**src/ffm_pkg.sv**
```systemverilog
// Purpose: Shared constants and types for the filter fault monitor register bank.
// Assumes: 20 MHz core clock, holding registers addressed by offset from base 40000.
// Notes:   All register words are 16 bits wide.
package ffm_pkg;

   typedef logic [15:0] ffm_word_t;

   // Holding register base and feedback offsets
   localparam int unsigned HOLD_BASE           = 40000;
   localparam ffm_word_t OFS_FAULT_PRI        = 16'h00C8;
   localparam ffm_word_t OFS_FAULT_SEC        = 16'h00C9;
   localparam ffm_word_t OFS_FAULT_EN_PRI     = 16'h00CA;
   localparam ffm_word_t OFS_FAULT_EN_SEC     = 16'h00CB;
   localparam ffm_word_t OFS_RELAY_ACT_PRI    = 16'h00CC;
   localparam ffm_word_t OFS_RELAY_ACT_SEC    = 16'h00CD;
   localparam ffm_word_t OFS_POWER_STATUS     = 16'h00FA;
   localparam ffm_word_t OFS_FAULTED_STATUS   = 16'h00FB;
   localparam ffm_word_t OFS_RATED_VOLTAGE    = 16'h0104;
   localparam ffm_word_t OFS_RATED_FREQUENCY  = 16'h0106;
   localparam ffm_word_t OFS_LINK_NODE_ADDR   = 16'h012C;
   localparam ffm_word_t OFS_LINK_BIT_RATE    = 16'h012D;
   localparam ffm_word_t OFS_LINK_PARITY      = 16'h012E;
   localparam ffm_word_t OFS_RELAY_CLOSE_DLY  = 16'h0140;
   localparam ffm_word_t OFS_RELAY_OPEN_DLY   = 16'h0141;
   localparam ffm_word_t OFS_OVERVOLT_ONSET   = 16'h0142;
   localparam ffm_word_t OFS_OVERVOLT_CLEAR   = 16'h0143;
   localparam ffm_word_t OFS_OVERVOLT_DELAY   = 16'h0144;
   localparam ffm_word_t OFS_OVERFREQ_ONSET   = 16'h0145;
   localparam ffm_word_t OFS_OVERFREQ_CLEAR   = 16'h0146;
   localparam ffm_word_t OFS_OVERFREQ_DELAY   = 16'h0147;

   // Primary fault word bit positions
   localparam int unsigned BIT_OV_A  = 1;
   localparam int unsigned BIT_OV_B  = 2;
   localparam int unsigned BIT_OV_C  = 3;
   localparam int unsigned BIT_HF_AB = 4;
   localparam int unsigned BIT_HF_BC = 5;
   localparam int unsigned BIT_HF_CA = 6;

   // Status word values
   localparam ffm_word_t STAT_OFF    = 16'h0000;
   localparam ffm_word_t STAT_ON     = 16'h0001;
   localparam ffm_word_t WORD_ZERO   = 16'h0000;

   // Scaling: percent base and maximum output fundamental in Hz
   localparam logic [31:0] PCT_BASE     = 32'h0000_0064;
   localparam logic [15:0] MAX_FREQ_HZ  = 16'h01F4;

   // Timing: one millisecond at the core clock
   localparam int unsigned CLK_PERIOD_NS = 50;
   localparam int unsigned MS_NS         = 1000000;
   localparam int unsigned MS_CYCLES     = MS_NS / CLK_PERIOD_NS;

endpackage : ffm_pkg

```
**src/ffm_fault_chan.sv**
```systemverilog
// Purpose: One fault channel: persistence delay on onset, hysteresis clear.
// Assumes: ms_tick is a one-cycle pulse once per millisecond.
// Notes:   Delay counter restarts whenever the onset condition lapses.
`timescale 1ns/1ps
module ffm_fault_chan (
   input  wire logic             core_clk,
   input  wire logic             rst_n,
   input  wire logic             ms_tick,
   input  wire logic             enable,
   input  wire logic             onset_hit,
   input  wire logic             below_clear,
   input  wire ffm_pkg::ffm_word_t delay_ms,
   output logic                  active
);
   import ffm_pkg::*;

   logic        active_q;
   logic [15:0] cnt_q;
   logic        expired;
   logic        cnt_full;

   assign expired  = (cnt_q >= delay_ms);
   assign cnt_full = (cnt_q == 16'hFFFF);
   assign active   = active_q;

   always_ff @(posedge core_clk) begin
      if (!rst_n || !enable) begin
         active_q <= 1'b0;
         cnt_q    <= 16'h0000;
      end else if (active_q) begin
         cnt_q <= 16'h0000;
         if (below_clear) begin
            active_q <= 1'b0;
         end
      end else if (onset_hit) begin
         if (expired) begin
            active_q <= 1'b1;
         end else if (ms_tick && !cnt_full) begin
            cnt_q <= cnt_q + 16'h0001;
         end
      end else begin
         cnt_q <= 16'h0000;
      end
   end

endmodule // ffm_fault_chan

```
**src/ffm_regs.sv**
```systemverilog
// Purpose: Feedback holding registers and fault relay control of a filter monitor.
// Assumes: Setpoints and measurements arrive on core_clk; power sense is a raw pin.
// Notes:   Requests come from the serial slave framing logic, one per cycle at most.
//
// Summary of operation
// - Relay energizes only for active enabled faults.
// - One mask bit per fault condition.
// - Power status reads 0 off, 1 on.
// - Faulted status reads 0 normal, 1 faulted.
// - Relay close delay after declared fault.
// - Relay opens after all clear plus delay.
// - Overvoltage onset as percent of rated voltage.
// - High frequency onset as percent of maximum.
// - Fault detection delays counted in milliseconds.
// - Separate clear threshold gives hysteresis.
// - Feedback registers are read-only; writes refused.
// - Signed 16-bit words at holding offsets.
// - Primary bits 1-3 overvoltage, 4-6 high frequency.
`timescale 1ns/1ps
module ffm_regs #(
   parameter int unsigned MS_CYC = ffm_pkg::MS_CYCLES
) (
   input  wire logic               core_clk,
   input  wire logic               rst_n,
   input  wire logic               req_valid,
   input  wire logic               req_write,
   input  wire ffm_pkg::ffm_word_t req_addr,
   output logic                    resp_valid,
   output logic                    resp_err,
   output ffm_pkg::ffm_word_t      resp_data,
   input  wire logic               power_sense,
   input  wire ffm_pkg::ffm_word_t volt_a,
   input  wire ffm_pkg::ffm_word_t volt_b,
   input  wire ffm_pkg::ffm_word_t volt_c,
   input  wire ffm_pkg::ffm_word_t freq_ab,
   input  wire ffm_pkg::ffm_word_t freq_bc,
   input  wire ffm_pkg::ffm_word_t freq_ca,
   input  wire ffm_pkg::ffm_word_t sp_fault_enable_primary,
   input  wire ffm_pkg::ffm_word_t sp_fault_enable_secondary,
   input  wire ffm_pkg::ffm_word_t sp_relay_action_primary,
   input  wire ffm_pkg::ffm_word_t sp_relay_action_secondary,
   input  wire ffm_pkg::ffm_word_t sp_rated_voltage,
   input  wire ffm_pkg::ffm_word_t sp_rated_frequency,
   input  wire ffm_pkg::ffm_word_t sp_link_node_address,
   input  wire ffm_pkg::ffm_word_t sp_link_bit_rate,
   input  wire ffm_pkg::ffm_word_t sp_link_parity,
   input  wire ffm_pkg::ffm_word_t sp_relay_close_delay,
   input  wire ffm_pkg::ffm_word_t sp_relay_open_delay,
   input  wire ffm_pkg::ffm_word_t sp_overvolt_onset,
   input  wire ffm_pkg::ffm_word_t sp_overvolt_clear,
   input  wire ffm_pkg::ffm_word_t sp_overvolt_delay,
   input  wire ffm_pkg::ffm_word_t sp_overfreq_onset,
   input  wire ffm_pkg::ffm_word_t sp_overfreq_clear,
   input  wire ffm_pkg::ffm_word_t sp_overfreq_delay,
   output logic                    relay_energize,
   output logic                    fault_any
);
   import ffm_pkg::*;

   // Relay sequencing states
   typedef enum logic [3:0] {
      RLY_IDLE  = 4'b0001,
      RLY_CLOSE = 4'b0010,
      RLY_ON    = 4'b0100,
      RLY_OPEN  = 4'b1000
   } ffm_relay_t;

   // Measured value above a percentage of a reference; negatives count as zero
   function automatic logic pct_above(input ffm_word_t meas, input ffm_word_t ref_val,
                                      input ffm_word_t pct);
      logic [31:0] lhs;
      logic [31:0] rhs;
      lhs = 32'h0000_0000;
      rhs = 32'h0000_0000;
      if (!meas[15]) begin
         lhs = {16'h0000, meas} * PCT_BASE;
      end
      rhs = {16'h0000, ref_val} * {16'h0000, pct};
      return lhs > rhs;
   endfunction

   // Measured value below a percentage of a reference
   function automatic logic pct_below(input ffm_word_t meas, input ffm_word_t ref_val,
                                      input ffm_word_t pct);
      logic [31:0] lhs;
      logic [31:0] rhs;
      lhs = 32'h0000_0000;
      rhs = 32'h0000_0000;
      if (!meas[15]) begin
         lhs = {16'h0000, meas} * PCT_BASE;
      end
      rhs = {16'h0000, ref_val} * {16'h0000, pct};
      return lhs < rhs;
   endfunction

   localparam logic [15:0] MS_LAST = 16'(MS_CYC - 1);

   // Millisecond enable
   logic [15:0] ms_cnt_q;
   logic        ms_tick_q;
   logic        ms_wrap;

   assign ms_wrap = (ms_cnt_q >= MS_LAST);

   always_ff @(posedge core_clk) begin
      if (!rst_n) begin
         ms_cnt_q  <= 16'h0000;
         ms_tick_q <= 1'b0;
      end else if (ms_wrap) begin
         ms_cnt_q  <= 16'h0000;
         ms_tick_q <= 1'b1;
      end else begin
         ms_cnt_q  <= ms_cnt_q + 16'h0001;
         ms_tick_q <= 1'b0;
      end
   end

   // Power sense pin synchroniser and qualifier
   logic pwr_s1_q;
   logic pwr_s2_q;
   logic pwr_s3_q;
   logic pwr_on_q;
   logic pwr_agree;

   assign pwr_agree = (pwr_s2_q == pwr_s3_q);

   always_ff @(posedge core_clk) begin
      if (!rst_n) begin
         pwr_s1_q <= 1'b0;
         pwr_s2_q <= 1'b0;
         pwr_s3_q <= 1'b0;
         pwr_on_q <= 1'b0;
      end else begin
         pwr_s1_q <= power_sense;
         pwr_s2_q <= pwr_s1_q;
         pwr_s3_q <= pwr_s2_q;
         if (pwr_agree) begin
            pwr_on_q <= pwr_s3_q;
         end
      end
   end

   // Fault channels: three overvoltage, three high frequency
   ffm_word_t   meas [6];
   ffm_word_t   refv [6];
   ffm_word_t   onset_pct [6];
   ffm_word_t   clear_pct [6];
   ffm_word_t   dly [6];
   logic [5:0]  chan_en;
   logic [5:0]  chan_onset;
   logic [5:0]  chan_clear;
   logic [5:0]  chan_active;

   assign meas[0] = volt_a;
   assign meas[1] = volt_b;
   assign meas[2] = volt_c;
   assign meas[3] = freq_ab;
   assign meas[4] = freq_bc;
   assign meas[5] = freq_ca;

   assign chan_en = sp_fault_enable_primary[BIT_HF_CA:BIT_OV_A];

   genvar gi;
   generate
      for (gi = 0; gi < 6; gi++) begin : g_chan
         if (gi < 3) begin : g_ov
            assign refv[gi]      = sp_rated_voltage;
            assign onset_pct[gi] = sp_overvolt_onset;
            assign clear_pct[gi] = sp_overvolt_clear;
            assign dly[gi]       = sp_overvolt_delay;
         end else begin : g_hf
            assign refv[gi]      = MAX_FREQ_HZ;
            assign onset_pct[gi] = sp_overfreq_onset;
            assign clear_pct[gi] = sp_overfreq_clear;
            assign dly[gi]       = sp_overfreq_delay;
         end
         assign chan_onset[gi] = pct_above(meas[gi], refv[gi], onset_pct[gi]);
         assign chan_clear[gi] = pct_below(meas[gi], refv[gi], clear_pct[gi]);

         ffm_fault_chan u_chan (
            .core_clk    (core_clk),
            .rst_n       (rst_n),
            .ms_tick     (ms_tick_q),
            .enable      (chan_en[gi]),
            .onset_hit   (chan_onset[gi]),
            .below_clear (chan_clear[gi]),
            .delay_ms    (dly[gi]),
            .active      (chan_active[gi])
         );
      end
   endgenerate

   // Fault words
   ffm_word_t fault_pri;
   ffm_word_t fault_sec;
   ffm_word_t gate_pri;
   ffm_word_t gate_sec;
   logic      relay_demand;

   assign fault_pri = {9'h000, chan_active, 1'b0};
   assign fault_sec = WORD_ZERO;
   assign fault_any = |fault_pri || |fault_sec;

   // Relay wanted for any active fault whose enable and action bits are both set
   assign gate_pri     = fault_pri & sp_fault_enable_primary & sp_relay_action_primary;
   assign gate_sec     = fault_sec & sp_fault_enable_secondary & sp_relay_action_secondary;
   assign relay_demand = |gate_pri || |gate_sec;

   // Relay sequencing
   ffm_relay_t  rly_q;
   ffm_relay_t  rly_d;
   logic [15:0] rly_cnt_q;
   logic [15:0] rly_cnt_d;
   logic        close_done;
   logic        open_done;

   assign close_done = (rly_cnt_q >= sp_relay_close_delay);
   assign open_done  = (rly_cnt_q >= sp_relay_open_delay);

   always_comb begin
      rly_d     = rly_q;
      rly_cnt_d = rly_cnt_q;
      case (rly_q)
         RLY_IDLE: begin
            rly_cnt_d = 16'h0000;
            if (relay_demand) begin
               rly_d = RLY_CLOSE;
            end
         end
         RLY_CLOSE: begin
            if (!relay_demand) begin
               rly_d     = RLY_IDLE;
               rly_cnt_d = 16'h0000;
            end else if (close_done) begin
               rly_d     = RLY_ON;
               rly_cnt_d = 16'h0000;
            end else if (ms_tick_q) begin
               rly_cnt_d = rly_cnt_q + 16'h0001;
            end
         end
         RLY_ON: begin
            rly_cnt_d = 16'h0000;
            if (!relay_demand) begin
               rly_d = RLY_OPEN;
            end
         end
         RLY_OPEN: begin
            if (relay_demand) begin
               rly_d     = RLY_ON;
               rly_cnt_d = 16'h0000;
            end else if (open_done) begin
               rly_d     = RLY_IDLE;
               rly_cnt_d = 16'h0000;
            end else if (ms_tick_q) begin
               rly_cnt_d = rly_cnt_q + 16'h0001;
            end
         end
         default: begin
            rly_d     = RLY_IDLE;
            rly_cnt_d = 16'h0000;
         end
      endcase
   end

   always_ff @(posedge core_clk) begin
      if (!rst_n) begin
         rly_q     <= RLY_IDLE;
         rly_cnt_q <= 16'h0000;
      end else begin
         rly_q     <= rly_d;
         rly_cnt_q <= rly_cnt_d;
      end
   end

   assign relay_energize = (rly_q == RLY_ON) || (rly_q == RLY_OPEN);

   // Holding register read decode
   ffm_word_t rd_word;
   logic      rd_hit;
   ffm_word_t pwr_word;
   ffm_word_t flt_word;

   assign pwr_word = pwr_on_q ? STAT_ON : STAT_OFF;
   assign flt_word = fault_any ? STAT_ON : STAT_OFF;

   always_comb begin
      rd_hit  = 1'b1;
      rd_word = WORD_ZERO;
      case (req_addr)
         OFS_FAULT_PRI:       rd_word = fault_pri;
         OFS_FAULT_SEC:       rd_word = fault_sec;
         OFS_FAULT_EN_PRI:    rd_word = sp_fault_enable_primary;
         OFS_FAULT_EN_SEC:    rd_word = sp_fault_enable_secondary;
         OFS_RELAY_ACT_PRI:   rd_word = sp_relay_action_primary;
         OFS_RELAY_ACT_SEC:   rd_word = sp_relay_action_secondary;
         OFS_POWER_STATUS:    rd_word = pwr_word;
         OFS_FAULTED_STATUS:  rd_word = flt_word;
         OFS_RATED_VOLTAGE:   rd_word = sp_rated_voltage;
         OFS_RATED_FREQUENCY: rd_word = sp_rated_frequency;
         OFS_LINK_NODE_ADDR:  rd_word = sp_link_node_address;
         OFS_LINK_BIT_RATE:   rd_word = sp_link_bit_rate;
         OFS_LINK_PARITY:     rd_word = sp_link_parity;
         OFS_RELAY_CLOSE_DLY: rd_word = sp_relay_close_delay;
         OFS_RELAY_OPEN_DLY:  rd_word = sp_relay_open_delay;
         OFS_OVERVOLT_ONSET:  rd_word = sp_overvolt_onset;
         OFS_OVERVOLT_CLEAR:  rd_word = sp_overvolt_clear;
         OFS_OVERVOLT_DELAY:  rd_word = sp_overvolt_delay;
         OFS_OVERFREQ_ONSET:  rd_word = sp_overfreq_onset;
         OFS_OVERFREQ_CLEAR:  rd_word = sp_overfreq_clear;
         OFS_OVERFREQ_DELAY:  rd_word = sp_overfreq_delay;
         default:             rd_hit  = 1'b0;
      endcase
   end

   // Response: data on hit, error on unmapped offset or any write
   logic      resp_valid_q;
   logic      resp_err_q;
   ffm_word_t resp_data_q;
   logic      refuse;
   ffm_word_t resp_word;

   assign refuse    = req_write || !rd_hit;
   assign resp_word = refuse ? WORD_ZERO : rd_word;

   always_ff @(posedge core_clk) begin
      if (!rst_n) begin
         resp_valid_q <= 1'b0;
         resp_err_q   <= 1'b0;
         resp_data_q  <= WORD_ZERO;
      end else begin
         resp_valid_q <= req_valid;
         resp_err_q   <= req_valid && refuse;
         if (req_valid) begin
            resp_data_q <= resp_word;
         end
      end
   end

   assign resp_valid = resp_valid_q;
   assign resp_err   = resp_err_q;
   assign resp_data  = resp_data_q;

endmodule // ffm_regs

```
**config.mk**
```make
export PLATFORM = sky130hd
export DESIGN_NAME = ffm_regs
export DESIGN_NICKNAME = d
export VERILOG_FILES = /design/src/ffm_pkg.sv /design/src/ffm_fault_chan.sv /design/src/ffm_regs.sv
export SDC_FILE = /design/constraint.sdc
export NUM_CORES = 2
export LEC_CHECK = 0
export BUFFER_PORTS_ARGS = -buffer_cell sky130_fd_sc_hd__buf_2
export CORE_MARGIN = 2
export CORE_UTILIZATION = 40
export DETAILED_ROUTE_END_ITERATION = 7
export PLACE_DENSITY_LB_ADDON = 0.15
export SYNTH_ARGS = -nofsm -noshare
export SYNTH_HDL_FRONTEND = slang
export SYNTH_SLANG_ARGS = --single-unit
```
**constraint.sdc**
```tcl
create_clock -name core_clk -period 23.5 [get_ports core_clk]
set_input_delay 1.175 -clock core_clk [delete_from_list [all_inputs] [get_ports core_clk]]
set_output_delay 1.175 -clock core_clk [all_outputs]
set_load 0.005 [all_outputs]
```
# ---- Word level (Yosys, flattened, before mapping)
# Cells that the tools add are included.
# W data, S select, Z words.
dict set report totals {
  latchBits 0
  output_inout_bits 20
  word_cells 208
  ramBits 0
  romBits 0
  in_bits 389
  reg_bits 161
  memories 0
}
dict set report op_classes {
  n_lt_le_gt_ge 21
  n_eq_ne 36
  div 0
  mul 10
  shift 0
  add_sub_neg 8
  bitwise 15
  mux 49
  reduce_logical 46
}
# cell n
set op_table {}
lappend op_table {{$pmux W16 S20} 1}
lappend op_table {{$eq A16 B9 Y1 const B} 13}
lappend op_table {{$gt A32 B32 Y1} 5}
lappend op_table {{$lt A32 B32 Y1} 5}
lappend op_table {{$mux W23} 6}
lappend op_table {{$add A16 B1 Y16 const B} 8}
lappend op_table {{$eq A16 B8 Y1 const B} 8}
lappend op_table {{$ge A16 B16 Y1} 8}
lappend op_table {{$mul A16 B5 Y21 const B} 6}
lappend op_table {{$eq A16 B16 Y1 const B} 6}
lappend op_table {{$mux W16} 6}
lappend op_table {{$mul A16 B16 Y32} 2}
lappend op_table {{$mul A7 B16 Y23 const A} 2}
lappend op_table {{$gt A32 B25 Y1} 1}
lappend op_table {{$lt A32 B25 Y1} 1}
lappend op_table {{$pmux W16 S2} 1}
lappend op_table {{$mux W1} 28}
lappend op_table {{$mux W4} 6}
lappend op_table {{$reduce_or A21 Y1} 1}
lappend op_table {{$reduce_or A3 Y1} 6}
lappend op_table {{$and A16 B16 Y16} 1}
lappend op_table {{$and A7 B16 Y16} 1}
lappend op_table {{$ge A16 B15 Y1 const B} 1}
lappend op_table {{$pmux W4 S4} 1}
lappend op_table {{16 further kinds} 61}

# ---- Longest topological paths before layout
dict set report logic_depth {
  word_depth 6
  ltp_mapped 35
  mapped_depth_nobuf 34
}

# ---- Cells and area by module
# A second synthesis with hierarchy kept.
dict set report hier_totals {
  hier_cells 5926
  hier_area_um2 49439.9
}
# mod cells_each area_per_inst_um2 n_inst seq_area_each_um2
set modules_own_cells {}
lappend modules_own_cells {ffm_regs 4990 42105.4 1 1181.1}
lappend modules_own_cells {ffm_fault_chan 156 1222.4 6 340.3}

# ---- Least setup slack after synthesis
# No wires, ideal clock.
dict set report synth_timing {
  kind {input to register}
  startpoint {in sp_overvolt_onset[9]}
  endpoint {reg g_chan[2].u_chan.cnt_q[11]}
  slack_ns 15.194
  stages 31
  setup_time_ns 0.064
  t_required_ns 23.436
  arrival_ns 8.242
  n_path_buf 4
  cell_sequence {clkbuf_1 -> clkbuf_1 -> nand2_1 -> fa_1 -> inv_1 -> fa_1 -> inv_1 -> fa_1 -> inv_1 -> fa_1 -> fa_1 -> inv_1 -> fa_1 -> inv_1 -> ha_1 -> clkbuf_1 -> nand4_1 -> o31ai_1 -> nand2_1 -> nand2b_1 -> a21oi_1 -> xor2_1 -> ha_1 -> and4_1 -> nand3_1 -> o211a_1 -> maj3_1 -> o21ai_0 -> o2111ai_2 -> buf_2 -> nor2_1}
}
dict set report synth_via {
  elab_chain_cells 4
}
# element line_no
set synth_lines {}
lappend synth_lines {{from (decl)} ffm_regs.sv:49} ;# input wire ffm_pkg::ffm_word_t sp_overvolt_onset,
lappend synth_lines {{$mul A16 B16 Y32} ffm_regs.sv:78} ;# rhs = {16'h0000, ref_val} * {16'h0000, pct};
lappend synth_lines {{$gt A32 B32 Y1} ffm_regs.sv:79} ;# return lhs > rhs;
lappend synth_lines {{$not A1 Y1 (no line)} -}
lappend synth_lines {{$reduce_or A3 Y1 (no line)} -}
lappend synth_lines {{to (signal assigned)} ffm_fault_chan.sv:39} ;# cnt_q <= cnt_q + 16'h0001;
lappend synth_lines {{to (decl)} ffm_fault_chan.sv:18} ;# logic [15:0] cnt_q;
# No other way between the ends.
# A chain may end at the register's enable or synchronous reset.

# ---- Worst setup path after layout
dict set report layout_timing {
  startpoint {in sp_rated_voltage[6]}
  endpoint {reg g_chan[0].u_chan.cnt_q[0]}
}
dict set report layout_via {
  elab_chain_cells 4
}
# element line_no
set layout_lines {}
lappend layout_lines {{from (decl)} ffm_regs.sv:42} ;# input wire ffm_pkg::ffm_word_t sp_rated_voltage,
lappend layout_lines {{$mul A16 B16 Y32} ffm_regs.sv:78}
lappend layout_lines {{$gt A32 B32 Y1} ffm_regs.sv:79}
lappend layout_lines {{$not A1 Y1 (no line)} -}
lappend layout_lines {{$reduce_or A3 Y1 (no line)} -}
lappend layout_lines {{to (signal assigned)} ffm_fault_chan.sv:39}
lappend layout_lines {{to (decl)} ffm_fault_chan.sv:18}
# No other way between the ends.

==> run summary <==
sequential share of the synthesized area: 0.06573
utilization after layout: 0.4390
I/O pin cnt: 409
setup repair bufs after CTS: 0
number of buffers added to fix hold violations after cts: 0
CTS H-tree lvls: 4
Bufs on Longest Clock Path: 2
global-route wire length before repair: 259.7 mm
CP Max Fanout: 33
Top Layer Used: met5
required time of the worst setup path: 23.82 ns
number of nets with antenna violations after routing: 0
via count normalized by instance count: 5.476
Worst Path Arrival: 9.40 ns
number of enable-type register cells in the synthesized netlist: 0
number of non-filler instances in the completed layout: 7809
proportion of register bits with asynchronous set or reset after synthesis: 0
placed cell count: 7756
number of different library cells in the post-synthesis netlist: 93
transition time at the pin with the least slew margin: 1.278 ns
CTS tree: built
most frequent standard cell in the layout excluding fill and tap cells: ha_1
largest net degree at the start of global routing: 44
layout cells sized above 1: 0.08681
number of nets produced by synthesis: 7804
insertion delay of the later-clocked pin in the worst-skew pair: 0.50 ns
highest attainable clock frequency: 110.2 MHz
commonest cells after routing, fill and taps aside: ha_1, inv_1, fa_1
flip-flop cell with the highest count after synthesis: dfxtp_1
combined global-route utilization of all metal layers: 0.2708
final hold violations: 0
Chip Width: 354.1 um
final net count: 8111
starting density of the core: 0.4029
detailed-routed wire length on met2: 76.07 mm
final global-route overflow total: 0
Post-Route M1 WL: 74.44 mm
Final setup violation count: 0
number of core rows: 128
nature of the critical path endpoint: flip-flop
I/O Buffers: 408
detailed-router iteration count before antenna repair: 8
post-route clock skew: 0.01302 ns
worst setup slack before clock tree synthesis: 14.01 ns
run status: complete, but fails checks
number of warning messages in the yosys log: 0
Mapped Avg Cell Area: 8.392 um^2
root buffer cell: clkbuf_16
post-synthesis register bit count: 161
Worst slew margin: 0.1372
cell area after technology mapping: 49040 um^2
DP Wirelength: 141.9 mm
clock edge transition at the registers on the reported setup and hold paths: 0.08 ns
worst min-delay path category: reg -> reg
Die H: 354.1 um
Slew Limit Fails: 0
min Tclk post-route: 9.079 ns
total of max-cap violations: 0
setup slack of the critical path after layout: 14.42 ns
kind of critical path: in -> reg
clock buffer count from CTS: 17
failing checks: design-rule violations
synthesized netlist cell count: 5843
Setup TNS Final: 0 ns
nature of the critical path startpoint: input port
clock sink count: 161
RSZ-0062 raised after global routing: false
DRC: 4
total wirelength of the detailed-routed design: 170.0 mm
initial antenna violation count: 40
number of vias after detailed routing: 42759
post-route clock period utilization: 0.3863
Die ar.: 125400 um^2
synth-to-layout area growth: 8.966%
Final Wtd Congestion: 0.9746
violation count after the first detailed-route iteration: 3279
met3 wire len: 11.89 mm
cts repair resizes: 0
via count of the first global-routing pass: 42993
area of the core: 121700 um^2
detailed-route wire length per cell: 21.77 um
state kept, by name, summed over array words and instances (netlist names):
| name | count |
|---|---|
| pwr_s2_q | 1 |
| rly_q | 4 |
| rly_cnt_q | 16 |
| ms_tick_q | 1 |
| resp_data | 16 |
| pwr_s3_q | 1 |
| g_chan.u_chan.cnt_q | 96 |
| resp_valid | 1 |
| resp_err | 1 |
| pwr_on_q | 1 |
| pwr_s1_q | 1 |
| ms_cnt_q | 16 |
| g_chan.u_chan.active | 6 |
per-layer routing:
metal,up-vias,track usage
met5,-,0
met4,32,0.1080
met3,308,0.04545
met2,1456,0.4372
met1,20814,0.3603
li1,20149,-
path summary, 6_finish.rpt:
check                                                from                          to  slack [ns]  depth (start not counted)
worst max-delay path                  sp_rated_voltage[6]   g_chan[0].u_chan.cnt_q[0]       14.42                         26
worst min-delay path                             pwr_s1_q                    pwr_s2_q        0.44                          1
worst max register to register  g_chan[3].u_chan.cnt_q[0]  g_chan[3].u_chan.cnt_q[14]       19.94                         13
worst min register to register                   pwr_s1_q                    pwr_s2_q        0.44                          1
cells by family after synthesis:
logic type               count (synthesis)  synth area share
AND/OR/NAND/NOR                       1725            0.1751
adder cells (fa/ha/maj)               1573            0.4873
buffers and inverters                 1153           0.08846
AO/OA/AOI/OAI                          912            0.1248
XOR/XNOR                               276           0.04930
flip-flops                             161           0.06573
multiplexers                            42          0.009186
other                                    1        0.00007647
critical path: stages:
cell	delay, ns
buf_2	0.65
and2_1	0.26
fa_1	0.42
inv_1	0.09
fa_1	0.41
fa_1	0.48
fa_1	0.49
inv_1	0.05
fa_1	0.54
inv_1	0.06
fa_1	0.53
inv_1	0.04
ha_1	0.40
a21oi_2	0.22
o211ai_1	0.11
a21oi_1	0.24
o31ai_1	0.15
a311oi_2	0.46
xor2_1	0.32
ha_1	0.30
or2_2	0.30
a211oi_1	0.22
a21oi_1	0.12
mux2_2	0.28
nor2_2	0.88
nor4_1	0.17
stage by stage:
stage	instance area [um^2]	hold slack [ns]
after floorplan	49040	0.4119
after global placement	52810	0.4143
after detailed placement	52810	0.4242
after CTS	53380	0.4362
after global routing	53410	0.4679
final	53430	0.4372
final cells by class:
type                    count  area, um^2
diodes                     21       52.55
clock buffers              17       425.4
clock inverters            15       141.4
fillers                 12375       68280
inverters                 993        3727
multi-input cells        4529       41490
flip-flops and latches    161        3223
well taps                1625        2033
repair buffers            448        2342
cell usage after synthesis (11+ instances only):
library cell	number	area, um^2
or2_2	12	75.07
clkbuf_1	150	563.0
and2_1	252	1577
a21boi_0	27	202.7
nand2_1	481	1805
o21ai_0	166	830.8
or3_1	11	68.82
o211ai_1	23	172.7
a21oi_1	237	1186
dfxtp_1	161	3223
a221oi_1	17	148.9
o31ai_1	13	97.59
a211o_1	18	157.7
mux2i_1	36	360.4
nor2b_1	99	619.3
nor3_1	73	365.4
a222oi_1	28	280.3
nand4_1	84	525.5
nor4_1	27	168.9
o21a_1	32	240.2
ha_1	1010	12640
a22oi_1	38	285.3
a31oi_1	27	168.9
fa_1	562	11250
a211oi_1	30	225.2
inv_1	992	3724
nand3_1	114	570.6
o21bai_1	14	105.1
nand2b_1	58	362.9
xor2_1	131	1147
and4_1	15	131.4
a2111oi_0	13	113.9
nor2_1	398	1494
and3_1	44	275.3
o2111ai_1	17	148.9
xnor2_1	145	1270
a21o_1	131	983.4
Power is not shown: default switching activity piles up to over one toggle a cycle in this logic, so the estimate is an artifact.
